File: config.mk
export PLATFORM = sky130hd
export DESIGN_NAME = accessory_detect_logic
export DESIGN_NICKNAME = d
export VERILOG_FILES = /design/src/hdl/accessory_detect_logic.v
export VERILOG_INCLUDE_DIRS = /design/src /design/src/common
export SDC_FILE = /design/constraint.sdc
export NUM_CORES = 1
export LEC_CHECK = 0
export BUFFER_PORTS_ARGS = -buffer_cell sky130_fd_sc_hd__buf_4
export CAP_MARGIN = 20
export CELL_PAD_IN_SITES_DETAIL_PLACEMENT = 1
export CELL_PAD_IN_SITES_GLOBAL_PLACEMENT = 1
export CORE_ASPECT_RATIO = 1.1
export CORE_MARGIN = 4
export CORE_UTILIZATION = 33
export CTS_CLUSTER_SIZE = 24
export DETAILED_ROUTE_END_ITERATION = 12
export PLACE_DENSITY = 0.55
export SLEW_MARGIN = 40
export SYNTH_ARGS = -nofsm -noshare
export SYNTH_HDL_FRONTEND = slang
export SYNTH_SLANG_ARGS = --single-unit
export TNS_END_PERCENT = 100
File: constraint.sdc
create_clock -name ref_clk -period 2.45 [get_ports ref_clk]
set_input_delay 0.1225 -clock ref_clk [delete_from_list [all_inputs] [get_ports ref_clk]]
set_output_delay 0.1225 -clock ref_clk [all_outputs]
set_load 0.05 [all_outputs]
File: src/common/accessory_detect_consts.vh
// Constants for the accessory detection readout logic.
// Assumes a single 25 MHz system clock; times are in microseconds.
`ifndef ACCESSORY_DETECT_CONSTS_VH
`define ACCESSORY_DETECT_CONSTS_VH

`define CLK_MHZ 25
// Rising debounce of the valid comparator, least time 15 ms
`define VALID_RISE_US 15000
// Falling debounce of the valid comparator, least time 0.5 ms (500 us)
`define VALID_FALL_US 500
// Flag update budget for the session level
`define FLAG_BUDGET_US 100
// Session comparator settling, fits inside the budget
`define SESSION_FILT_US 2
// SE1 debounce, about 1 ms
`define SE1_DEB_US 1000

`define VALID_RISE_CYC (`VALID_RISE_US * `CLK_MHZ)
`define VALID_FALL_CYC (`VALID_FALL_US * `CLK_MHZ)
`define SESSION_FILT_CYC (`SESSION_FILT_US * `CLK_MHZ)
`define SE1_DEB_CYC (`SE1_DEB_US * `CLK_MHZ)

// ID status codes {open, grounded}
`define ID_CODE_MID 2'h0
`define ID_CODE_GND 2'h1
`define ID_CODE_OPEN 2'h2
`define ID_CODE_FACTORY 2'h3

// Reset value of the ID pull-up select
`define ID_PULLUP_RESET 1'h0

`endif

File: src/hdl/accessory_detect_logic.v
// Readout logic for accessory detection: VBUS levels, ID line, SE1.
// Assumes analog comparator outputs arrive asynchronously and that
// software drives the clear and control inputs from the ref_clk domain.
//
// Notes on behaviour
// - Three VBUS comparator inputs: valid, session, low
// - Any VBUS flag change raises level interrupt
// - Three VBUS flags follow their comparators
// - Valid comparator: slow rise, fast fall debounce
// - Session flag rises within 100us, valid flag only after its 15ms rise debounce
// - ID line classified into four conditions
// - ID status coded as two flags
// - Pull-up select chooses source, resets zero
// - ID code change raises ID interrupt
// - ID and charger interrupts work regulator off
// - Any detection interrupt drives output pin high
// - Factory mode suppressed while current pull-up
// - SE1 asserted when both data lines high
// - SE1 debounced 1ms, interrupt both edges
// - SE1 level flag follows debounced detector
// - SE1 sense zero below charger threshold
`timescale 1ns/1ps
`include "accessory_detect_consts.vh"

module accessory_detect_logic #(
    parameter VALID_RISE_CYC = `VALID_RISE_CYC,
    parameter VALID_FALL_CYC = `VALID_FALL_CYC,
    parameter SESSION_FILT_CYC = `SESSION_FILT_CYC,
    parameter SE1_DEB_CYC = `SE1_DEB_CYC
) (
    input wire ref_clk,
    input wire resetn,
    input wire vbus_cmp_valid,
    input wire vbus_cmp_session,
    input wire vbus_cmp_low,
    input wire id_cmp_ground,
    input wire id_cmp_open,
    input wire id_cmp_factory,
    input wire data_plus_high,
    input wire data_minus_high,
    input wire charger_detect_threshold,
    input wire charger_detect_event,
    input wire pullup_select_wr,
    input wire pullup_select_wdata,
    input wire clear_vbus_irq,
    input wire clear_id_irq,
    input wire clear_se1_irq,
    input wire clear_charger_irq,
    output reg vbus_valid_flag,
    output reg vbus_session_flag,
    output reg vbus_low_flag,
    output reg id_open_flag,
    output reg id_grounded_flag,
    output reg id_pullup_select,
    output reg se1_level_flag,
    output reg se1_sense_flag,
    output reg se1_raw_to_charger,
    output reg vbus_level_irq,
    output reg id_change_irq,
    output reg se1_change_irq,
    output reg charger_detect_irq,
    output reg irq_out_pin
);

    localparam NSYNC = 10;

    // Two-stage synchronisers for every asynchronous input
    wire [NSYNC-1:0] async_in;
    reg [NSYNC-1:0] sync1_q;
    reg [NSYNC-1:0] sync2_q;
    assign async_in = {charger_detect_event, charger_detect_threshold, data_minus_high,
                       data_plus_high, id_cmp_factory, id_cmp_open, id_cmp_ground,
                       vbus_cmp_low, vbus_cmp_session, vbus_cmp_valid};

    always @(posedge ref_clk or negedge resetn) begin
        if (!resetn) begin
            sync1_q <= {NSYNC{1'b0}};
            sync2_q <= {NSYNC{1'b0}};
        end else begin
            sync1_q <= async_in;
            sync2_q <= sync1_q;
        end
    end

    wire s_valid = sync2_q[0];
    wire s_session = sync2_q[1];
    wire s_low = sync2_q[2];
    wire s_id_grounded_flag = sync2_q[3];
    wire s_id_open = sync2_q[4];
    wire s_id_fact = sync2_q[5];
    wire s_dp = sync2_q[6];
    wire s_dm = sync2_q[7];
    wire s_chg_thr = sync2_q[8];
    wire s_chg_evt = sync2_q[9];

    // Valid comparator: asymmetric debounce, long rise, short fall
    reg valid_db_q;
    reg [23:0] valid_cnt_q;
    always @(posedge ref_clk or negedge resetn) begin
        if (!resetn) begin
            valid_db_q <= 1'b0;
            valid_cnt_q <= 24'h000000;
        end else if (s_valid == valid_db_q) begin
            valid_cnt_q <= 24'h000000;
        end else if (valid_db_q == 1'b0 && valid_cnt_q >= VALID_RISE_CYC - 1) begin
            valid_db_q <= 1'b1;
            valid_cnt_q <= 24'h000000;
        end else if (valid_db_q == 1'b1 && valid_cnt_q >= VALID_FALL_CYC - 1) begin
            valid_db_q <= 1'b0;
            valid_cnt_q <= 24'h000000;
        end else begin
            valid_cnt_q <= valid_cnt_q + 24'h000001;
        end
    end

    // Session comparator: short glitch filter, well inside the flag budget
    reg session_db_q;
    reg [11:0] session_cnt_q;
    always @(posedge ref_clk or negedge resetn) begin
        if (!resetn) begin
            session_db_q <= 1'b0;
            session_cnt_q <= 12'h000;
        end else if (s_session == session_db_q) begin
            session_cnt_q <= 12'h000;
        end else if (session_cnt_q >= SESSION_FILT_CYC - 1) begin
            session_db_q <= s_session;
            session_cnt_q <= 12'h000;
        end else begin
            session_cnt_q <= session_cnt_q + 12'h001;
        end
    end

    // SE1 detect and symmetric debounce
    wire se1_raw = s_dp & s_dm;
    reg se1_db_q;
    reg [15:0] se1_cnt_q;
    always @(posedge ref_clk or negedge resetn) begin
        if (!resetn) begin
            se1_db_q <= 1'b0;
            se1_cnt_q <= 16'h0000;
        end else if (se1_raw == se1_db_q) begin
            se1_cnt_q <= 16'h0000;
        end else if (se1_cnt_q >= SE1_DEB_CYC - 1) begin
            se1_db_q <= se1_raw;
            se1_cnt_q <= 16'h0000;
        end else begin
            se1_cnt_q <= se1_cnt_q + 16'h0001;
        end
    end

    // Pull-up select; written by software, resets to the resistor pull-up
    always @(posedge ref_clk or negedge resetn) begin
        if (!resetn)
            id_pullup_select <= `ID_PULLUP_RESET;
        else if (pullup_select_wr)
            id_pullup_select <= pullup_select_wdata;
    end

    // ID classification; factory level ignored with the current source
    // selected, since an open line then looks like factory mode
    reg [1:0] id_code_d;
    always @* begin
        if (s_id_fact && !id_pullup_select)
            id_code_d = `ID_CODE_FACTORY;
        else if (s_id_open || s_id_fact)
            id_code_d = `ID_CODE_OPEN;
        else if (s_id_grounded_flag)
            id_code_d = `ID_CODE_GND;
        else
            id_code_d = `ID_CODE_MID;
    end

    // Flag registers, plus one-cycle history for change detection
    reg [1:0] id_code_q;
    reg se1_db_prev_q;
    reg chg_evt_prev_q;
    reg [2:0] vbus_prev_q;
    wire [2:0] vbus_now = {s_low, session_db_q, valid_db_q};
    always @(posedge ref_clk or negedge resetn) begin
        if (!resetn) begin
            vbus_valid_flag <= 1'b0;
            vbus_session_flag <= 1'b0;
            vbus_low_flag <= 1'b0;
            id_open_flag <= 1'b0;
            id_grounded_flag <= 1'b0;
            id_code_q <= `ID_CODE_MID;
            se1_level_flag <= 1'b0;
            se1_sense_flag <= 1'b0;
            se1_raw_to_charger <= 1'b0;
            se1_db_prev_q <= 1'b0;
            chg_evt_prev_q <= 1'b0;
            vbus_prev_q <= 3'h0;
        end else begin
            vbus_valid_flag <= valid_db_q;
            vbus_session_flag <= session_db_q;
            vbus_low_flag <= s_low;
            id_code_q <= id_code_d;
            id_open_flag <= id_code_d[1];
            id_grounded_flag <= id_code_d[0];
            se1_level_flag <= se1_db_q;
            se1_sense_flag <= se1_db_q & s_chg_thr;
            se1_raw_to_charger <= se1_raw;
            se1_db_prev_q <= se1_db_q;
            chg_evt_prev_q <= s_chg_evt;
            vbus_prev_q <= vbus_now;
        end
    end

    // Change events; all logic runs from ref_clk so no dependence on
    // the USB supply regulator state
    wire vbus_evt = |(vbus_now ^ vbus_prev_q);
    wire id_evt = (id_code_d != id_code_q);
    wire se1_evt = se1_db_q ^ se1_db_prev_q;
    wire chg_evt = s_chg_evt & ~chg_evt_prev_q;

    // Sticky interrupts; a new event wins over a clear in the same cycle
    always @(posedge ref_clk or negedge resetn) begin
        if (!resetn) begin
            vbus_level_irq <= 1'b0;
            id_change_irq <= 1'b0;
            se1_change_irq <= 1'b0;
            charger_detect_irq <= 1'b0;
        end else begin
            vbus_level_irq <= vbus_evt | (vbus_level_irq & ~clear_vbus_irq);
            id_change_irq <= id_evt | (id_change_irq & ~clear_id_irq);
            se1_change_irq <= se1_evt | (se1_change_irq & ~clear_se1_irq);
            charger_detect_irq <= chg_evt | (charger_detect_irq & ~clear_charger_irq);
        end
    end

    // Pin follows the OR of the next latched state, straight from a flop
    always @(posedge ref_clk or negedge resetn) begin
        if (!resetn)
            irq_out_pin <= 1'b0;
        else
            irq_out_pin <= vbus_evt | id_evt | se1_evt | chg_evt |
                           (vbus_level_irq & ~clear_vbus_irq) |
                           (id_change_irq & ~clear_id_irq) |
                           (se1_change_irq & ~clear_se1_irq) |
                           (charger_detect_irq & ~clear_charger_irq);
    end

endmodule

# == Word-level counts from Yosys, hierarchy flattened ==
# Cells that the tools add are included.
# totals
output_inout_bits,14
regBits,95
word_cells,87
in_bits,18
# classes
order_cmp,4
eq_ne,4
reduce_logical,10
n_mux,12
n_bitwise,29
n_addsub,3
# ops
op,count
24-bit 2-to-1 mux,3
16-bit 2-to-1 mux,2
"24-bit by 1-bit adder with 24-bit output, second input constant",1
"24-bit by 14-bit greater-or-equal comparator with 1-bit output, second input constant",1
"24-bit by 19-bit greater-or-equal comparator with 1-bit output, second input constant",1
12-bit 2-to-1 mux,2
"16-bit by 1-bit adder with 16-bit output, second input constant",1
"16-bit by 15-bit greater-or-equal comparator with 1-bit output, second input constant",1
"12-bit by 1-bit adder with 12-bit output, second input constant",1
"12-bit by 6-bit greater-or-equal comparator with 1-bit output, second input constant",1
1-bit OR,11
1-bit inverter,9
1-bit AND,7
2-bit AND reduction,3
2-bit 2-to-1 mux,2
1-bit == test,3
1-bit logical AND,3
1-bit 2-to-1 mux,3
3-bit OR reduction,1
3-bit XOR,1
2-bit != test,1
2-bit nonzero test,1
1-bit logical NOT,1
1-bit logical OR,1
1-bit XOR,1

# == Longest topological paths before layout ==
# Gate-level depths: netlist (run 1).
# logic_depth
ltp_word,11
mapped_depth,7
depth_no_buf,6

# == Least setup slack after synthesis (run 1) ==
# Ideal clock, no wire load.
# synth_timing
path_kind,flip-flop to flip-flop
from,register se1_cnt_q[0]
to,register se1_cnt_q[14]
path_slack_ns,0.531
setup_time_ns,0.070
arrival_time_ns,1.849
stages_incl_launch_ff,8
period_less_slack_ns,1.919
path_buffers,1
required_time_ns,2.380
path_cell_list,dfrtp_1 ha_1 a211o_1 a21o_1 a311oi_4 o21ai_2 buf_6 nor2_4
# synth_via
elab_chain_cells,3
elab_cells_between_ends,4
cone_classes,1 x add/sub; 1 x order compare; 2 x mux
# synth_lines
item,line_no,rtl
start: declaration,accessory_detect_logic.v:136,reg [15:0] se1_cnt_q;
start signal: assignment,accessory_detect_logic.v:147,se1_cnt_q <= se1_cnt_q + 16'h0001;
16-bit by 1-bit adder with 16-bit output or 16-bit by 15-bit greater-or-equal comparator with 1-bit output (tied branches),"accessory_detect_logic.v:147, accessory_detect_logic.v:143",
16-bit 2-to-1 mux *,accessory_detect_logic.v:143,end else if (se1_cnt_q >= SE1_DEB_CYC - 1) begin
16-bit 2-to-1 mux *,accessory_detect_logic.v:141,end else if (se1_raw == se1_db_q) begin
# Every way passes the cells marked *; elsewhere a longest branch is shown, timed or not.
# A chain may end at the register's enable or synchronous reset.

# == Worst setup path in the final report (run 1) ==
# layout_timing
from,register se1_cnt_q[0]
to,register se1_cnt_q[4]
# Same word-level chain as after synthesis.

==> impl_metrics.toml, run 1 <==
[outcome]
status = "completed"

[route]
wirelength_um = 6960
num_vias = 2335
drc_errors = 0
ant_nets = 0
routedWlPerCell_um = 13.6
drt_iter0_markers = 67
via_per_inst = 4.57
first_pass_iters = 4

[synthesis]
synth_seq_cells = 90
ys_warn_count = 0
synth_area_per_cell_sq_um = 12.6
synthCells = 291
yosysTopAreaCell = "dfrtp_1"
yosysSeqAreaShare_pct = 61.2
synth_edf_count = 0
synth.distinct_cells = 49
syn_area_sq_um = 3680
synthTopCellsByArea = "dfrtp_1 61%, xor2_1 4.8%, xnor2_1 4.5%"
yosysTopAreaCellShare_pct = 61.2
async_flop_share_pct = 100
synthFlopType = "dfrtp_1"

[floorplanning]
dieArea_sq_um = 12900
die_w_um = 109
pin_count = 32
start_util_pct = 33.7
core_region_area_sq_um = 10900
fp.dieH_um = 119
row_count = 40

[timing]
fmax_ghz = 0.499
fin_skew_ns = 0.00705
finalCriticalPeriod_ns = 2.01
hold_viol_final = 0
setup_viol = 0
fin_tns_setup_ns = 0
maxSlewViolCount = 0
min_period_over_period_pct = 81.9
rsz0062_at_grt = "no"

[finish]
nets = 382
layout_commonest_cell = "dfrtp_1"
layout-drive-gt1-share_pct = 23.6
layout_common_cells = "90 x dfrtp_1, 36 x buf_4, 20 x nor2_1, 20 x xor2_1, 19 x xnor2_1"
diodes = 0
syn_to_final_growth_pct = 24.2
fin_util_pct = 41.9

[grt]
grt_antenna_before_repair = 0
grt_pass1_wl_um = 12500
grt_pass1_vias = 2577
grt_max_degree = 57
grtUsageTotal_pct = 12.3
grt_overflow_total = 0

[power_and_ir_drop]
comb_power_share_pct = 8.4
p_sw_w = 0.000764
clkPwrFrac_pct = 41.6
finalPower_w = 0.00315
ir_worst_vdd_uv = 266
powerDensity_nw_per_um2 = 689
sw_frac_of_total_pct = 24.3
p_seq_share_pct = 50.0
p_leak_nw = 1.94
internal_power_w = 0.00239

[critical_path]
required_ns = 2.72
crit_family = "compound AO/OA/AOI/OAI gates"
path_buf_inv = 1
crit_chain = "ha_1 -> a211o_1 -> a21o_1 -> a311oi_4 -> o21ai_2 -> buf_4 -> nor2_1"
crit_path_top_delay_cell = "dfrtp_1"
cpPeakStageDelay_ns = 0.41
cp_max_fo = 8
worstPathArrival_ns = 2.27
worst_setup_path_start_kind = "register"
worstSetupPathType = "register to register"
crit_path_end_kind = "register"

[run]
drv_cap = 0

[cts]
h-tree-depth = 3
cts_tree = "yes"
clock-root-buffer = "clkbuf_16"
clk_path_buf_depth = 2
clkLatencyLatePin_ns = 0.33
post_cts.repair.setup_buffers = 0
cts.sinks = 90
path_clk_slew_ns = 0.06
numCtsBuffers = 9

[placement]
place_congestion = 0.709
io_buffers = 31
post-dp-hpwl_um = 4800

[worst_hold_path]
hold_class = "input pin to register"
worst paths after layout:
check	start	endpoint	slack, ns	cells past startpoint
min in group asynchronous	resetn	valid_cnt_q[16]$_DFF_PN0_	0.32	2
max in group asynchronous	resetn	se1_cnt_q[1]$_DFF_PN0_	1.48	3
max	se1_cnt_q[0]$_DFF_PN0_	se1_cnt_q[4]$_DFF_PN0_	0.44	7
max reg2reg	se1_cnt_q[0]$_DFF_PN0_	se1_cnt_q[4]$_DFF_PN0_	0.44	7
min reg2reg	sync1_q[7]$_DFF_PN0_	sync2_q[7]$_DFF_PN0_	0.35	0
min	clear_se1_irq	se1_change_irq$_DFF_PN0_	0.02	2
logic make-up after synthesis:
kind of cell | count (synthesis) | share of synthesized area [%]
mux | 1 | 0.306
other cells | 1 | 0.102
xor+xnor | 39 | 9.29
fa+ha+maj | 5 | 1.70
simple gates | 95 | 15.8
flops | 90 | 61.2
buf+inv | 18 | 2.79
compound gates | 42 | 8.81
timing repair:
action,in CTS,in global routing
hold endpoints to repair,46,0
resized for setup,0,0
hold buffers,14,0
flip-flops by register name (all words and copies together) (netlist names), 2 cells and up:
name           count
valid_cnt_q       24
se1_cnt_q         16
session_cnt_q     12
sync1_q           10
sync2_q           10
id_code_q          2
vbus_prev_q        2
area by class of cell:
cell class	instances	area, sq um
Clock buffer	11	253
Timing Repair Buffer	51	430
Fill cell	1228	6340
Multi-Input combinational cell	194	1370
Tap cell	147	184
Inverter	13	48.8
Clock inverter	5	36.3
Sequential cell	90	2250
synthesized netlist by cell type, types with 4 or more instances:
master   instances
nand3_1         15
nor2_4           8
nor4_1           4
and4_1           4
nor2_1          20
inv_1           13
ha_1             5
nand2_1         13
a21oi_1         11
a21oi_2         10
xnor2_1         19
and3_1           5
o21ai_0          5
nand4_1          9
dfrtp_1         90
xor2_1          20
power groups by stage:
stage / registers (W) / logic, W / clock network (W)
floorplan: 0.00167 / 0.0000752 / 0
global placement: 0.00160 / 0.000248 / 0
detailed placement: 0.00160 / 0.000252 / 0
CTS: 0.00158 / 0.000271 / 0.00137
global route: 0.00158 / 0.000290 / 0.00142
finish: 0.00157 / 0.000265 / 0.00131
per-stage QoR:
stage	area, sq um	std cells	worst slack (ns)	hold slack (ns)
after global routing	4570	511	0.310	0.0315
final	4570	511	0.445	0.0185
after detailed placement	4140	481	0.419	0.117
after CTS	4570	511	0.422	0.0113
after floorplan	3720	302	0.531	-0.173
after global placement	4140	481	0.496	0.109
worst register-to-register path: stages (launching register included):
cell and delay [ns]:
dfrtp_1 0.41, ha_1 0.25, a211o_1 0.30, a21o_1 0.20, a311oi_4 0.34, o21ai_2 0.11
buf_4 0.21, nor2_1 0.12
routing by layer:
layer / vias up / GRT usage (%) / wire [um]
met5: - / 0 / 0
met4: 0 / 6.16 / 162
met3: 12 / 2.46 / 255
met2: 39 / 19.3 / 3360
met1: 1149 / 16.0 / 3180
li1: 1135 / - / -
No activity file was read; power rests on OpenSTA's default activity.
==> run 2, diff against run 1 <==
clock period = 2.1 ns   (was 2.45 ns; I/O delays follow)
==> run 2 against run 1 <==
Against the previous run: register-to-register slack worse by 0.34 ns; via count up 0.13%; clock power up 24%; critical path type unchanged; largest cell class unchanged; largest power group unchanged.
==> impl_metrics.toml, run 2 (synthesized netlist as in run 1, its figures left out) <==
[critical_path]
cp_max_fo = 19
crit_path_end_kind = "register"
worst_setup_path_start_kind = "register"
required_ns = 2.31
worstPathArrival_ns = 2.21
worstSetupPathType = "register to register"

[floorplanning]
row_count = 40
die_w_um = 109
pin_count = 32
start_util_pct = 33.7
dieArea_sq_um = 12900
fp.dieH_um = 119
core_region_area_sq_um = 10900

[timing]
maxSlewViolCount = 0
fin_ws_ns = 0.101
hold_viol_final = 0
min_period_over_period_pct = 95.2
fin_skew_ns = 0.00768
fmax_ghz = 0.500
max_slew_margin_pct = 57.3
setup_viol = 0
finalCriticalPeriod_ns = 2.00
worst_slew_pin_slew_ns = 0.640

[placement]
place_ws_ns = 0.134
io_buffers = 31
place_congestion = 0.685
post-dp-hpwl_um = 4810

[route]
ant_nets = 0
num_vias = 2338
first_pass_iters = 4
wirelength_um = 7130
routedWlPerCell_um = 13.9
drc_errors = 0
drt_iter0_markers = 69
via_per_inst = 4.58

[grt]
grt_max_degree = 49
grt_pass1_wl_um = 12300
grt_antenna_before_repair = 0
grt_overflow_total = 0
grt_pass1_vias = 2547
grtUsageTotal_pct = 12.3

[cts]
h-tree-depth = 3
numCtsBuffers = 9
cts_tree = "yes"
cts.sinks = 90
clk_path_buf_depth = 2
clock-root-buffer = "clkbuf_16"
path_clk_slew_ns = 0.06
clkLatencyLatePin_ns = 0.33

[finish]
largest_reg_flops = 24
fin_util_pct = 42.6
reg_top3 = "valid_cnt_q (24), se1_cnt_q (16), session_cnt_q (12)"
nets = 385
syn_to_final_growth_pct = 26.3
layout_common_cells = "90 x dfrtp_1, 36 x buf_4, 20 x nor2_1, 20 x xor2_1, 19 x xnor2_1"
layout-drive-gt1-share_pct = 23.4
layout_commonest_cell = "dfrtp_1"
diodes = 0
regMostFlops = "valid_cnt_q"

[power_and_ir_drop]
p_seq_share_pct = 48.6
ir_worst_vdd_uv = 310
p_sw_w = 0.000846
finalPower_w = 0.00378
clkPwrFrac_pct = 43.1
powerDensity_nw_per_um2 = 815
internal_power_w = 0.00294
p_leak_nw = 1.97
sw_frac_of_total_pct = 22.3
comb_power_share_pct = 8.2

[run]
drv_cap = 0

[outcome]
status = "completed"

[worst_hold_path]
hold_class = "input pin to register"
[run 2: timing repair]
item,4_1_cts,5_1_grt
gates resized for setup,0,2
hold buffers,15,0
setup endpoints to repair,0,19
setup buffers,0,0
hold endpoints to repair,59,0
[run 2: final cells by class]
cell class	count	area (sq um)
fillers	1200	6260
flip-flops and latches	90	2250
multi-input cells	194	1380
repair buffers	54	480
clock buffers	10	229
well taps	147	184
clock inverters	3	67.6
inverters	13	48.8
[run 2: power by group through the flow]
stage               Combinational, W  Sequential (W)  Clock (W)
floorplan                  0.0000878         0.00194          0
global placement            0.000291         0.00187          0
detailed placement          0.000294         0.00187          0
CTS                         0.000319         0.00184    0.00170
global route                0.000341         0.00185    0.00177
finish                      0.000312         0.00184    0.00163
[run 2: final timing paths]
path / slack (ns) / from / cells past startpoint / to
setup reg to reg: 0.10 / valid_cnt_q[14]$_DFF_PN0_ / 6 / valid_cnt_q[0]$_DFF_PN0_
min in group asynchronous: 0.34 / resetn / 2 / session_cnt_q[3]$_DFF_PN0_
hold / removal: 0.04 / clear_vbus_irq / 2 / vbus_level_irq$_DFF_PN0_
max in group asynchronous: 1.05 / resetn / 3 / se1_sense_flag$_DFF_PN0_
hold reg to reg: 0.35 / sync1_q[0]$_DFF_PN0_ / 0 / sync2_q[0]$_DFF_PN0_
setup / recovery: 0.10 / valid_cnt_q[14]$_DFF_PN0_ / 6 / valid_cnt_q[0]$_DFF_PN0_
[run 2: critical path: stages, from the launching register on]
cell and delay, ns:
dfrtp_1 0.46, nor4_2 0.35, nand2_1 0.19, a2111oi_4 0.39, or4b_1 0.22, buf_12 0.17
a21oi_1 0.08
[run 2: routing by layer]
metal	wire length, um	global-route usage [%]	share of wire, %	up-vias
met4	161	6.63	2.3	0
met1	3360	16.8	47	1155
met3	238	2.29	3.3	11
met2	3360	18.5	47	36
li1	-	-	-	1136
met5	0	0	0	-
[run 2: per-stage QoR]
stage / hold WS (ns) / setup TNS (ns) / std cells / cell area [sq um]
2_1_floorplan: -0.191 / 0 / 302 / 3720
3_3_place_gp: 0.164 / 0 / 483 / 4180
3_5_place_dp: 0.181 / 0 / 483 / 4180
4_1_cts: 0.0347 / 0 / 511 / 4630
5_1_grt: 0.0342 / -0.0318 / 511 / 4650
6_report: 0.0373 / 0 / 511 / 4650
==> run 3, diff against run 2 <==
CTS_BUF_LIST = sky130_fd_sc_hd__clkbuf_4 sky130_fd_sc_hd__clkbuf_8   (was default)
RECOVER_POWER = 50   (was default)
==> run 3 against run 2 <==
Against the previous run: sequential share of layout area up 1.0 points; utilization decreased by 0.88 points; cell count up 0.20%; non-clock buffer count up 1; die area stayed put; highest routed layer unchanged.
==> impl_metrics.toml, run 3 (synthesized netlist as in run 1, its figures left out) <==
[power_and_ir_drop]
comb_power_share_pct = 9.2
finalPower_w = 0.00338
ir_worst_vdd_uv = 254
p_seq_share_pct = 54.3
powerDensity_nw_per_um2 = 743
internal_power_w = 0.00258
p_sw_w = 0.000803
clkPwrFrac_pct = 36.5
sw_frac_of_total_pct = 23.8
p_leak_nw = 1.92

[critical_path]
crit_path_top_delay_cell = "dfrtp_1"
worstSetupPathType = "register to register"
crit_chain = "nor4_1 -> nand2_1 -> a2111oi_4 -> or4b_1 -> buf_12 -> a21oi_1"
crit_path_start = "valid_cnt_q[14]$_DFF_PN0_"
cpPeakStageDelay_ns = 0.45
worstPathArrival_ns = 2.22
cp_max_fo = 19
crit_path_end_kind = "register"
worst_setup_path_start_kind = "register"
rr_startpoint = "valid_cnt_q[14]$_DFF_PN0_"
required_ns = 2.33

[grt]
grtUsageTotal_pct = 12.3
grt_overflow_total = 0
grt_max_degree = 49
grt_pass1_wl_um = 12200
grt_pass1_vias = 2545
grt_antenna_before_repair = 0

[cts]
clk_path_buf_depth = 2
cts.sinks = 90
path_clk_slew_ns = 0.08
clkLatencyLatePin_ns = 0.36
numCtsBuffers = 9
h-tree-depth = 3
post_cts.repair.setup_buffers = 0
cts_tree = "yes"
clock-root-buffer = "clkbuf_8"

[floorplanning]
die_w_um = 109
row_count = 40
dieArea_sq_um = 12900
start_util_pct = 33.7
core_region_area_sq_um = 10900
pin_count = 32
fp.dieH_um = 119

[route]
via_per_inst = 4.56
routedWlPerCell_um = 13.7
first_pass_iters = 3
drc_errors = 0
num_vias = 2333
wirelength_um = 7000
drt_iter0_markers = 45
ant_nets = 0

[finish]
layout-drive-gt1-share_pct = 23.3
syn_to_final_growth_pct = 23.7
reg_top3 = "valid_cnt_q (24), se1_cnt_q (16), session_cnt_q (12)"
layout_common_cells = "90 x dfrtp_1, 25 x buf_4, 20 x nor2_1, 20 x xor2_1, 19 x xnor2_1"
diodes = 0
regMostFlops = "valid_cnt_q"
fillers = 1202
largest_reg_flops = 24
fin_util_pct = 41.7
nets = 386
layout.cells.non_filler = 512
layout_commonest_cell = "dfrtp_1"
fin_area_sq_um = 4550

[timing]
hold_viol_final = 0
worst_slew_pin_slew_ns = 1.24
setup_viol = 0
fin_skew_ns = 0.0126
maxSlewViolCount = 0
fmax_ghz = 0.505
finalCriticalPeriod_ns = 1.98
max_slew_margin_pct = 17.4
fin_ws_ns = 0.120
min_period_over_period_pct = 94.3

[placement]
place_congestion = 0.685
post-dp-hpwl_um = 4810
io_buffers = 31
place_ws_ns = 0.134
placed_cell_area_sq_um = 4180
placed_cells = 483

[outcome]
status = "completed"

[worst_hold_path]
hold_start = "clear_id_irq"
hold_class = "input pin to register"

[run]
drv_cap = 0
run 3: cell count changes in the layout (fill, tap and decap cells not counted), moves of 9 or more:
cell	before	now
buf_4	36	25
clkbuf_16	9	0
clkbuf_4	0	11
clkbuf_8	0	9
run 3: final timing paths:
path                                               to  slack (ns)  depth (start not counted)
setup / recovery             valid_cnt_q[4]$_DFF_PN0_        0.12                          6
hold / removal                id_change_irq$_DFF_PN0_        0.07                          3
setup reg to reg             valid_cnt_q[4]$_DFF_PN0_        0.12                          6
hold reg to reg                  sync2_q[0]$_DFF_PN0_        0.35                          0
max in group asynchronous    se1_sense_flag$_DFF_PN0_        0.63                          3
min in group asynchronous  session_cnt_q[5]$_DFF_PN0_        0.55                          2
run 3: timing repair:
item | CTS | global route
hold buffers | 15 | 1
hold endpoints to repair | 59 | 1
setup endpoints to repair | 0 | 19
gates resized for setup | 0 | 1
run 3: critical path: cells and delay by family (launching register included):
kind,cells,cell delay [ns]
AND/OR/NAND/NOR,3,0.75
buffers and inverters,1,0.17
AO/OA/AOI/OAI,2,0.48
flip-flops,1,0.45
run 3: final cells by class:
class	count	area, sq um	area share (%)
inverter	13	48.8	1.07
sequential	90	2250	49.5
multi-input combinational	194	1380	30.3
clock inverter	3	67.6	1.49
clock buffer	10	131	2.89
timing repair buffer	55	488	10.7
tap	147	184	4.04
run 3: routing by layer:
metal	wire [um]	GRT usage, %	part of all wire, %	vias to the layer above
li1	-	-	-	1129
met4	168	6.39	2.4	0
met2	3220	18.3	46	36
met1	3370	16.9	48	1156
met3	239	2.29	3.4	12
met5	0	0	0	-
run 3: power by group through the flow:
stage | logic (W) | clock network, W | registers (W)
3_3_place_gp | 0.000291 | 0 | 0.00187
2_1_floorplan | 0.0000878 | 0 | 0.00194
5_1_grt | 0.000340 | 0.00137 | 0.00185
3_5_place_dp | 0.000294 | 0 | 0.00187
4_1_cts | 0.000319 | 0.00130 | 0.00184
6_report | 0.000311 | 0.00123 | 0.00184
run 3: per-stage QoR:
stage	TNS (ns)	hold slack (ns)
finish	0	0.0684
floorplan	0	-0.191
detailed placement	0	0.181
global route	-0.123	0.0725
CTS	0	0.000147
global placement	0	0.164
